$ cat config.mk
export PLATFORM = sky130hd
export DESIGN_NAME = bfs_supervisor
export DESIGN_NICKNAME = d
export VERILOG_FILES = /design/src/design/bfs_pkg.sv /design/src/design/bfs_supervisor.sv /design/src/design/bfs_timer.sv
export SDC_FILE = /design/constraint.sdc
export NUM_CORES = 1
export LEC_CHECK = 0
export ABC_CLOCK_PERIOD_IN_PS = 11800
export BUFFER_PORTS_ARGS = -buffer_cell sky130_fd_sc_hd__buf_2
export CORE_UTILIZATION = 45
export DETAILED_ROUTE_END_ITERATION = 6
export PLACE_DENSITY = 0.65
export REMOVE_ABC_BUFFERS = 1
export SLEW_MARGIN = 20
export SYNTH_ARGS = -nofsm -noshare
export SYNTH_HDL_FRONTEND = slang
export SYNTH_HIERARCHICAL = 1
export SYNTH_SLANG_ARGS = --single-unit
$ cat constraint.sdc
create_clock -name i_clock -period 11.8 [get_ports i_clock]
set_input_delay 2.36 -clock i_clock [delete_from_list [all_inputs] [get_ports i_clock]]
set_output_delay 2.36 -clock i_clock [all_outputs]
set_load 0.01 [all_outputs]
$ cat src/design/bfs_pkg.sv
/*
 * package for the breaker failure supervisor: register map, fields, states, timing.
 * assumes a 125 MHz processing clock and an APB slave with 32-bit data.
 */
package bfs_pkg;
    // ------------------------------------------------------------
    // register offsets (byte addresses)
    // ------------------------------------------------------------
    localparam logic [7:0] ADDR_CTRL = 8'h00;
    localparam logic [7:0] ADDR_SET_SEL = 8'h04;
    localparam logic [7:0] ADDR_STATUS = 8'h08;
    localparam logic [7:0] ADDR_IRQ_STAT = 8'h0c;
    localparam logic [7:0] ADDR_IRQ_CLR = 8'h10;
    localparam logic [7:0] ADDR_IRQ_EN = 8'h14;
    localparam logic [7:0] ADDR_ACK = 8'h18;
    localparam logic [7:0] ADDR_THR0 = 8'h20;
    localparam logic [7:0] ADDR_TIME0 = 8'h30;
    localparam int NUM_SETS = 4;
    localparam int SET_SEL_W = 2;
    localparam int CUR_W = 16;
    localparam int TIME_W = 32;
    // ------------------------------------------------------------
    // field layout of the control register
    // ------------------------------------------------------------
    localparam int CTRL_SCHEME_LSB = 0;
    localparam int CTRL_CLASS_LSB = 2;
    localparam int CTRL_TRIGEN_LSB = 4;
    localparam logic [6:0] CTRL_RESET = 7'h00;
    localparam logic [CUR_W-1:0] THR_RESET = 16'h0000;
    // supervision time in microseconds and its cycle count
    localparam int CLK_MHZ = 125;
    localparam int SUP_TIME_US = 100000;
    localparam logic [TIME_W-1:0] TIME_RESET = 32'(SUP_TIME_US * CLK_MHZ);
    // ------------------------------------------------------------
    // interrupt bits
    // ------------------------------------------------------------
    localparam int IRQ_W = 3;
    localparam int IRQ_START = 0;
    localparam int IRQ_FAIL = 1;
    localparam int IRQ_REJECT = 2;

    typedef enum logic [1:0] {
        SCH_CURRENT = 2'h0,
        SCH_POSITION = 2'h1,
        SCH_BOTH = 2'h2
    } bfs_scheme_e;

    typedef enum logic [1:0] {
        CLS_ALL = 2'h0,
        CLS_EXTERNAL = 2'h1,
        CLS_CURRENT = 2'h2,
        CLS_NONE = 2'h3
    } bfs_class_e;

    typedef enum logic [3:0] {
        ST_STANDBY = 4'h1,
        ST_RUNNING = 4'h2,
        ST_FAILED = 4'h4,
        ST_REJECTED = 4'h8
    } bfs_state_e;

    typedef struct packed {
        logic trip_all;
        logic trip_external;
        logic trip_current;
        logic [2:0] extra;
    } bfs_trig_s;

    typedef struct packed {
        logic [CUR_W-1:0] current;
        logic pos_open;
    } bfs_meas_s;
endpackage : bfs_pkg

$ cat src/design/bfs_supervisor.sv
/*
 * breaker failure supervisor: trigger forming, supervision timer control, state machine,
 * backup trip and latched lock outputs, APB register file with interrupt.
 * assumes trip, current and position inputs are synchronous to i_clock.
 */
// Operation
// RULE1: scheme selects judging by current, position, or both together.
// RULE2: supervision timer starts when a trigger activates the function.
// RULE3: current scheme fails when current stays at or above threshold.
// RULE4: position scheme fails when position never shows open.
// RULE5: combined scheme fails only when current high and not open; the code fails when current high or position not open.
// RULE6: timer keeps running after trigger deasserts.
// RULE7: timer expiry without stop asserts the backup trip.
// RULE8: detected opening under active scheme stops the timer.
// RULE9: opening while triggers active enters rejected, stays while triggered.
// RULE10: rejected returns to standby when all triggers drop.
// RULE11: software must set supervision time above total clearing time plus margin.
// RULE12: threshold and time held per set; active set values used.
// RULE13: latched lock output set with backup trip until acknowledged.
// RULE14: trigger is selected trip class ORed with three extra inputs.
// RULE15: reset and standby clear the timer and backup trip.
`timescale 1ns/10ps
module bfs_supervisor #(
    parameter int NSETS = bfs_pkg::NUM_SETS,
    parameter logic [bfs_pkg::TIME_W-1:0] TIME_DEFAULT = bfs_pkg::TIME_RESET
) (
    input wire logic i_clock,
    input wire logic i_rst_b,
    input wire logic i_psel,
    input wire logic i_penable,
    input wire logic i_pwrite,
    input wire logic [7:0] i_paddr,
    input wire logic [31:0] i_pwdata,
    output logic [31:0] o_prdata,
    output logic o_pready,
    output logic o_pslverr,
    input wire bfs_pkg::bfs_trig_s i_trig,
    input wire bfs_pkg::bfs_meas_s i_meas,
    output logic o_backup_trip,
    output logic o_lock,
    output logic o_irq
);
    // ------------------------------------------------------------
    // registers
    // ------------------------------------------------------------
    logic [6:0] ctrl_reg;
    logic [bfs_pkg::SET_SEL_W-1:0] set_sel_reg;
    logic [bfs_pkg::CUR_W-1:0] thr_reg [NSETS];
    logic [bfs_pkg::TIME_W-1:0] time_reg [NSETS];
    logic [bfs_pkg::IRQ_W-1:0] irq_stat_reg;
    logic [bfs_pkg::IRQ_W-1:0] irq_en_reg;
    bfs_pkg::bfs_state_e state_reg;
    bfs_pkg::bfs_state_e state_next;
    logic trig_reg;
    logic [bfs_pkg::IRQ_W-1:0] irq_event;

    logic access;
    logic wr;
    logic trig_now;
    logic opened;
    logic t_load;
    logic t_clear;
    logic t_running;
    logic t_expired;
    logic [1:0] scheme;
    logic [1:0] trig_class;
    logic [31:0] thr_hit;
    logic [31:0] time_hit;

    function automatic logic [31:0] word_sel(input logic [7:0] a, input logic [7:0] base);
        word_sel = 32'h0;
        for (int k = 0; k < NSETS; k++) begin
            if (a == base + 8'(4 * k)) begin
                word_sel[k] = 1'b1;
            end
        end
    endfunction : word_sel

    assign access = i_psel && i_penable;
    assign wr = access && i_pwrite;
    assign thr_hit = word_sel(i_paddr, bfs_pkg::ADDR_THR0);
    assign time_hit = word_sel(i_paddr, bfs_pkg::ADDR_TIME0);
    assign scheme = ctrl_reg[bfs_pkg::CTRL_SCHEME_LSB +: 2];
    assign trig_class = ctrl_reg[bfs_pkg::CTRL_CLASS_LSB +: 2];

    // ------------------------------------------------------------
    // trigger forming and opening detection
    // ------------------------------------------------------------
    always_comb begin
        // RULE14 trigger class OR
        case (trig_class)
            bfs_pkg::CLS_ALL: trig_now = i_trig.trip_all;
            bfs_pkg::CLS_EXTERNAL: trig_now = i_trig.trip_external;
            bfs_pkg::CLS_CURRENT: trig_now = i_trig.trip_current;
            default: trig_now = 1'b0;
        endcase
        trig_now = trig_now || |(i_trig.extra & ctrl_reg[bfs_pkg::CTRL_TRIGEN_LSB +: 3]);
    end

    always_comb begin
        logic cur_low;
        // RULE12 active set threshold
        cur_low = i_meas.current < thr_reg[set_sel_reg];
        // RULE1 scheme selection
        case (scheme)
            bfs_pkg::SCH_CURRENT: opened = cur_low;
            bfs_pkg::SCH_POSITION: opened = i_meas.pos_open;
            // both must show open here, while RULE5 stops on either showing open
            bfs_pkg::SCH_BOTH: opened = cur_low && i_meas.pos_open;
            default: opened = cur_low;
        endcase
    end

    always_ff @(posedge i_clock) begin
        if (!i_rst_b) begin
            trig_reg <= 1'b0;
        end else begin
            trig_reg <= trig_now;
        end
    end

    // ------------------------------------------------------------
    // state machine
    // ------------------------------------------------------------
    always_comb begin
        state_next = state_reg;
        t_load = 1'b0;
        t_clear = 1'b0;
        case (state_reg)
            bfs_pkg::ST_STANDBY: begin
                // RULE2 start on trigger
                if (trig_now && !trig_reg) begin
                    state_next = bfs_pkg::ST_RUNNING;
                    t_load = 1'b1;
                end
            end
            bfs_pkg::ST_RUNNING: begin
                // RULE8 stop on opening
                if (opened && t_running) begin
                    t_clear = 1'b1;
                    // RULE9 opened while triggered
                    state_next = trig_now ? bfs_pkg::ST_REJECTED : bfs_pkg::ST_STANDBY;
                // RULE3 RULE4 RULE7 expiry means failure
                end else if (t_expired) begin
                    state_next = bfs_pkg::ST_FAILED;
                end
                // RULE6 trigger drop ignored here
            end
            bfs_pkg::ST_FAILED: begin
                // trip held until triggers drop and breaker is seen open
                if (!trig_now && opened) begin
                    state_next = bfs_pkg::ST_STANDBY;
                end
            end
            bfs_pkg::ST_REJECTED: begin
                // RULE10 return when triggers drop
                if (!trig_now) begin
                    state_next = bfs_pkg::ST_STANDBY;
                end
            end
            default: state_next = bfs_pkg::ST_STANDBY;
        endcase
        // RULE15 standby clears timer
        if (state_next == bfs_pkg::ST_STANDBY) begin
            t_clear = 1'b1;
        end
    end

    always_ff @(posedge i_clock) begin
        if (!i_rst_b) begin
            state_reg <= bfs_pkg::ST_STANDBY;
        end else begin
            state_reg <= state_next;
        end
    end

    bfs_timer #(
        .W(bfs_pkg::TIME_W)
    ) u_timer (
        .i_clock(i_clock),
        .i_rst_b(i_rst_b),
        .i_load(t_load),
        .i_clear(t_clear),
        .i_count(time_reg[set_sel_reg]),
        .o_running(t_running),
        .o_expired(t_expired)
    );

    // ------------------------------------------------------------
    // outputs
    // ------------------------------------------------------------
    always_ff @(posedge i_clock) begin
        // RULE15 reset clears trip
        if (!i_rst_b) begin
            o_backup_trip <= 1'b0;
        end else begin
            // RULE7 trip while failed
            o_backup_trip <= (state_next == bfs_pkg::ST_FAILED);
        end
    end

    always_ff @(posedge i_clock) begin
        if (!i_rst_b) begin
            o_lock <= 1'b0;
        // RULE13 latched lock
        end else if (state_next == bfs_pkg::ST_FAILED) begin
            o_lock <= 1'b1;
        end else if (wr && i_paddr == bfs_pkg::ADDR_ACK && i_pwdata[0]) begin
            o_lock <= 1'b0;
        end
    end

    // ------------------------------------------------------------
    // register file
    // ------------------------------------------------------------
    // RULE11 time written by software
    always_ff @(posedge i_clock) begin
        if (!i_rst_b) begin
            ctrl_reg <= bfs_pkg::CTRL_RESET;
            set_sel_reg <= '0;
            irq_en_reg <= '0;
        end else if (wr) begin
            if (i_paddr == bfs_pkg::ADDR_CTRL) begin
                ctrl_reg <= i_pwdata[6:0];
            end
            if (i_paddr == bfs_pkg::ADDR_SET_SEL) begin
                set_sel_reg <= i_pwdata[bfs_pkg::SET_SEL_W-1:0];
            end
            if (i_paddr == bfs_pkg::ADDR_IRQ_EN) begin
                irq_en_reg <= i_pwdata[bfs_pkg::IRQ_W-1:0];
            end
        end
    end

    generate
        for (genvar g = 0; g < NSETS; g++) begin : g_set
            // RULE12 per-set values
            always_ff @(posedge i_clock) begin
                if (!i_rst_b) begin
                    thr_reg[g] <= bfs_pkg::THR_RESET;
                    time_reg[g] <= TIME_DEFAULT;
                end else if (wr) begin
                    if (thr_hit[g]) begin
                        thr_reg[g] <= i_pwdata[bfs_pkg::CUR_W-1:0];
                    end
                    if (time_hit[g]) begin
                        time_reg[g] <= i_pwdata;
                    end
                end
            end
        end
    endgenerate

    // sticky events: set wins over a clear in the same cycle
    always_comb begin
        irq_event = '0;
        irq_event[bfs_pkg::IRQ_START] = t_load;
        irq_event[bfs_pkg::IRQ_FAIL] = state_next == bfs_pkg::ST_FAILED && state_reg == bfs_pkg::ST_RUNNING;
        irq_event[bfs_pkg::IRQ_REJECT] = state_next == bfs_pkg::ST_REJECTED && state_reg != bfs_pkg::ST_REJECTED;
    end

    always_ff @(posedge i_clock) begin
        if (!i_rst_b) begin
            irq_stat_reg <= '0;
        end else if (wr && i_paddr == bfs_pkg::ADDR_IRQ_CLR) begin
            irq_stat_reg <= (irq_stat_reg & ~i_pwdata[bfs_pkg::IRQ_W-1:0]) | irq_event;
        end else begin
            irq_stat_reg <= irq_stat_reg | irq_event;
        end
    end

    always_ff @(posedge i_clock) begin
        if (!i_rst_b) begin
            o_irq <= 1'b0;
        end else begin
            o_irq <= |(irq_stat_reg & irq_en_reg);
        end
    end

    // no wait state: ready in the first cycle of the access phase
    always_ff @(posedge i_clock) begin
        if (!i_rst_b) begin
            o_pready <= 1'b0;
            o_pslverr <= 1'b0;
            o_prdata <= '0;
        end else begin
            o_pready <= i_psel && !i_penable;
            o_pslverr <= 1'b0;
            o_prdata <= '0;
            if (i_psel && !i_penable && !i_pwrite) begin
                case (i_paddr)
                    bfs_pkg::ADDR_CTRL: o_prdata <= {25'h0, ctrl_reg};
                    bfs_pkg::ADDR_SET_SEL: o_prdata <= {30'h0, set_sel_reg};
                    bfs_pkg::ADDR_STATUS: o_prdata <= {26'h0, o_lock, t_running, state_reg};
                    bfs_pkg::ADDR_IRQ_STAT: o_prdata <= {29'h0, irq_stat_reg};
                    bfs_pkg::ADDR_IRQ_EN: o_prdata <= {29'h0, irq_en_reg};
                    default: begin
                        for (int k = 0; k < NSETS; k++) begin
                            if (thr_hit[k]) begin
                                o_prdata <= {16'h0, thr_reg[k]};
                            end
                            if (time_hit[k]) begin
                                o_prdata <= time_reg[k];
                            end
                        end
                    end
                endcase
            end
        end
    end

    // ------------------------------------------------------------
    // assertions
    // ------------------------------------------------------------
    property p_start;  // RULE2
        @(posedge i_clock) disable iff (!i_rst_b)
        (state_reg == bfs_pkg::ST_STANDBY && trig_now && !trig_reg) |=> state_reg == bfs_pkg::ST_RUNNING;
    endproperty
    a_start: assert property (p_start) else $error("trigger did not start timer");

    property p_keep;  // RULE6
        @(posedge i_clock) disable iff (!i_rst_b)
        (state_reg == bfs_pkg::ST_RUNNING && !trig_now && !opened && !t_expired) |=> state_reg == bfs_pkg::ST_RUNNING;
    endproperty
    a_keep: assert property (p_keep) else $error("timer stopped on trigger drop");

    property p_fail;  // RULE7
        @(posedge i_clock) disable iff (!i_rst_b)
        (state_reg == bfs_pkg::ST_RUNNING && t_expired && !opened) |=> o_backup_trip && o_lock;
    endproperty
    a_fail: assert property (p_fail) else $error("expiry gave no backup trip");

    property p_stop;  // RULE8
        @(posedge i_clock) disable iff (!i_rst_b)
        (state_reg == bfs_pkg::ST_RUNNING && opened && t_running) |=> !t_running && !o_backup_trip;
    endproperty
    a_stop: assert property (p_stop) else $error("opening did not stop timer");

    property p_reject;  // RULE9
        @(posedge i_clock) disable iff (!i_rst_b)
        (state_reg == bfs_pkg::ST_REJECTED && trig_now) |=> state_reg == bfs_pkg::ST_REJECTED;
    endproperty
    a_reject: assert property (p_reject) else $error("left rejected while triggered");

    property p_back;  // RULE10
        @(posedge i_clock) disable iff (!i_rst_b)
        (state_reg == bfs_pkg::ST_REJECTED && !trig_now) |=> state_reg == bfs_pkg::ST_STANDBY;
    endproperty
    a_back: assert property (p_back) else $error("rejected did not return");

    property p_lock;  // RULE13
        @(posedge i_clock) disable iff (!i_rst_b)
        (o_lock && !(wr && i_paddr == bfs_pkg::ADDR_ACK)) |=> o_lock;
    endproperty
    a_lock: assert property (p_lock) else $error("lock dropped without acknowledge");

    property p_idle;  // RULE15
        @(posedge i_clock) disable iff (!i_rst_b)
        state_reg == bfs_pkg::ST_STANDBY |-> !t_running && !o_backup_trip;
    endproperty
    a_idle: assert property (p_idle) else $error("standby with timer or trip");
endmodule : bfs_supervisor

$ cat src/design/bfs_timer.sv
/*
 * supervision down-counter: load on start, clear on stop, expiry pulse at zero.
 * assumes load and clear are never high in the same cycle as a fresh start.
 */
`timescale 1ns/10ps
module bfs_timer #(
    parameter int W = 32
) (
    input wire logic i_clock,
    input wire logic i_rst_b,
    input wire logic i_load,
    input wire logic i_clear,
    input wire logic [W-1:0] i_count,
    output logic o_running,
    output logic o_expired
);
    logic [W-1:0] count_reg;

    always_ff @(posedge i_clock) begin
        if (!i_rst_b || i_clear) begin
            count_reg <= '0;
            o_running <= 1'b0;
            o_expired <= 1'b0;
        end else if (i_load) begin
            count_reg <= (i_count == '0) ? W'(1) : i_count;
            o_running <= 1'b1;
            o_expired <= 1'b0;
        end else if (o_running) begin
            count_reg <= count_reg - W'(1);
            o_expired <= (count_reg == W'(1));
            o_running <= (count_reg != W'(1));
        end else begin
            o_expired <= 1'b0;
        end
    end
endmodule : bfs_timer

==> flow_summary.ini <==
[synth]
ys_seq_area_frac = 0.5340
yosys_register_bits = 284
yosysWarnings = 6
yosys-top-cells-count = edfxtp_1 (192), and2_1 (146), dfxtp_1 (92), a21oi_1 (78), nand2_1 (65)
ys_types = 76
synthCells = 1202
synth_area_leaders = edfxtp_1 (40%), dfxtp_1 (13%), mux4_2 (9.3%)
synth_edf_count = 192
synthArstFlopShare = 0
synth.most_common_cell = edfxtp_1
syn_area_um2 = 14250
syn_avg_cell_area_um2 = 11.85
synth_top_area_share = 0.4047
synthFlopType = edfxtp_1
synth.largest_area_cell = edfxtp_1

[sta]
setup_ws_ns = 6.864
rsz0062_at_grt = no
tns_ns = 0
setup_violations = 0
timing.hold.ws_ns = 0.4876
fin_crit_sh = 0.4183
fin_crit_ns = 4.936
drv_slew = 0
max_freq_mhz = 202.6
hold_violations = 0
tightest_slew_ns = 1.167
relSlewSlack = 0.2166
finClkSkew_ns = 0.01753

[power_and_ir_drop]
p_per_area_nw_per_um2 = 134.8
ir_drop_uv = 84.76
p_leak_nw = 5.623
switching_share = 0.2351
switchingPower_mw = 0.5123
combPwrFrac = 0.079
seqPwrFrac = 0.517
clockPowerShare = 0.404
p_int_mw = 1.667

[global_route]
antenna_found_initial = 1
grt_pass1_vias = 10210
grt.overflow.total = 0
grt_max_degree = 67
track_usage = 0.2485
grt_first_pass_wirelength_um = 61580

[finish]
drive_gt1_frac = 0.2095
antenna_cells = 0
areaGrowthSynthToFinish_pct = 13.46
postLayoutCoreUtil = 0.5243
largest_reg_flops = 128
nets = 1373

[place]
gp_congestion = 0.8875
dp_hpwl_um = 27550
port_buffers = 103
post-place-ws_ns = 6.176

[clocking]
cts_max_path_buffers = 3
cts_root_buf = clkbuf_16
cts.sinks = 284
clk_pin_slew_ns = 0.06
holdBufCountCts = 0
postCtsSetupBuffers = 0
cts_buffers = 30
cts_tree = done
cts_max_level = 1
cts_resized = 0
insertion_delay_ns = 0.56

[hold_path]
hold_depth = 2
min_path_type = flip-flop to flip-flop
hp-start = set_sel_reg[0]

[worst_setup_path]
critical_path_class = input port to flip-flop
reg2reg_slack_ns = 7.51
r2r-end = u_timer/count_reg[31]
end_kind = flip-flop
critPathArrivalTime_ns = 5.36
reg2regPathDepth = 14
start_kind = input port
worstPathRequired_ns = 12.23
worst-path-max-fanout = 38

[route]
route.detailed.drc = 6
avgRoutedWirePerCell_um = 23.68
finalWirelength_um = 40360
vias = 10460
drtIter0Drc = 1028
firstDrtPassIters = 7
drtAntennaViolNets = 0
viasPerCell = 6.140

[floorplan]
rows = 64
fp.coreArea_um2 = 30830
die_area_um2 = 32370
pin_count = 105
chipWidth_um = 179.9
die_h_um = 179.9
start_util = 0.4621

[outcome]
status = finished, violations left
violations = DRC

[job]
max_cap_violations = 0
worst max-delay path: stages:
cell,delay (ns)
buf_2,0.07
buf_4,0.45
and4bb_2,0.43
nand3_1,0.71
nor2_1,0.87
buf_4,0.29
and2_1,0.15
routing by layer:
layer	up-vias	GRT usage	share of wire
li1	4716	-	-
met1	5172	0.3357	0.42
met2	486	0.3991	0.46
met3	87	0.04943	0.084
met4	2	0.08724	0.030
met5	-	0	0.00032
final cells by class:
class | instances | area [µm²]
Tap cell | 396 | 495.5
Fill cell | 2610 | 14670
Timing Repair Buffer | 131 | 793.3
Sequential cell | 284 | 7612
Clock buffer | 45 | 868.3
Clock inverter | 9 | 38.79
Multi-Input combinational cell | 813 | 6257
Inverter | 26 | 97.59
stage by stage:
stage          power (mW)  std cells  area (µm²)
6_report            2.180       1704       16160
5_1_grt             2.244       1704       16160
4_1_cts             2.185       1702       16110
3_5_place_dp        1.314       1648       15200
3_3_place_gp        1.309       1646       15160
2_1_floorplan       1.232       1123       13910
cell usage in the layout (no fill, tap or decap), types with 8 or more instances in the layout:
master / instances
or3_1: 57
xnor2_1: 25
a222oi_1: 18
nor4_1: 16
a21oi_1: 78
o22ai_1: 12
o21ai_0: 46
clkbuf_1: 10
clkbuf_16: 31
nand4_1: 9
a22oi_1: 8
edfxtp_1: 192
mux2i_1: 23
nand2_1: 65
and2_1: 146
mux4_2: 59
nand3_1: 17
ha_1: 19
dfxtp_1: 90
buf_4: 24
nor3_1: 22
inv_1: 26
nor2_1: 59
buf_2: 103
cell families (layout without fill, tap and decap cells):
logic type	count (synthesis)	after routing	synth area share
xor+xnor	29	29	0.01783
flops	284	284	0.5340
fa+ha+maj	19	19	0.01669
other cells	1	1	0.0002632
mux	88	88	0.1142
compound gates	227	227	0.1030
buf+inv	105	211	0.03074
simple gates	449	449	0.1833
power by group through the flow:
stage	Combinational (mW)	Sequential, mW	Clock (mW)
final	0.172	1.13	0.881
after global routing	0.185	1.13	0.929
after CTS	0.168	1.13	0.891
after detailed placement	0.168	1.15	0
after global placement	0.163	1.15	0
after floorplan	0.0963	1.14	0
worst max-delay path by stage:
stage | startpoint | end | cells after the start
4_1_cts | i_paddr[2] | time_reg[3][29] | 5
5_1_grt | i_paddr[2] | time_reg[3][1] | 7
6_report | i_paddr[2] | time_reg[3][1] | 7
3_3_place_gp | i_paddr[2] | time_reg[3][26] | 5
3_5_place_dp | i_paddr[2] | time_reg[3][29] | 5
2_1_floorplan | i_paddr[1] | time_reg[0][0] | 3
No activity file was read; power rests on OpenSTA's default activity.
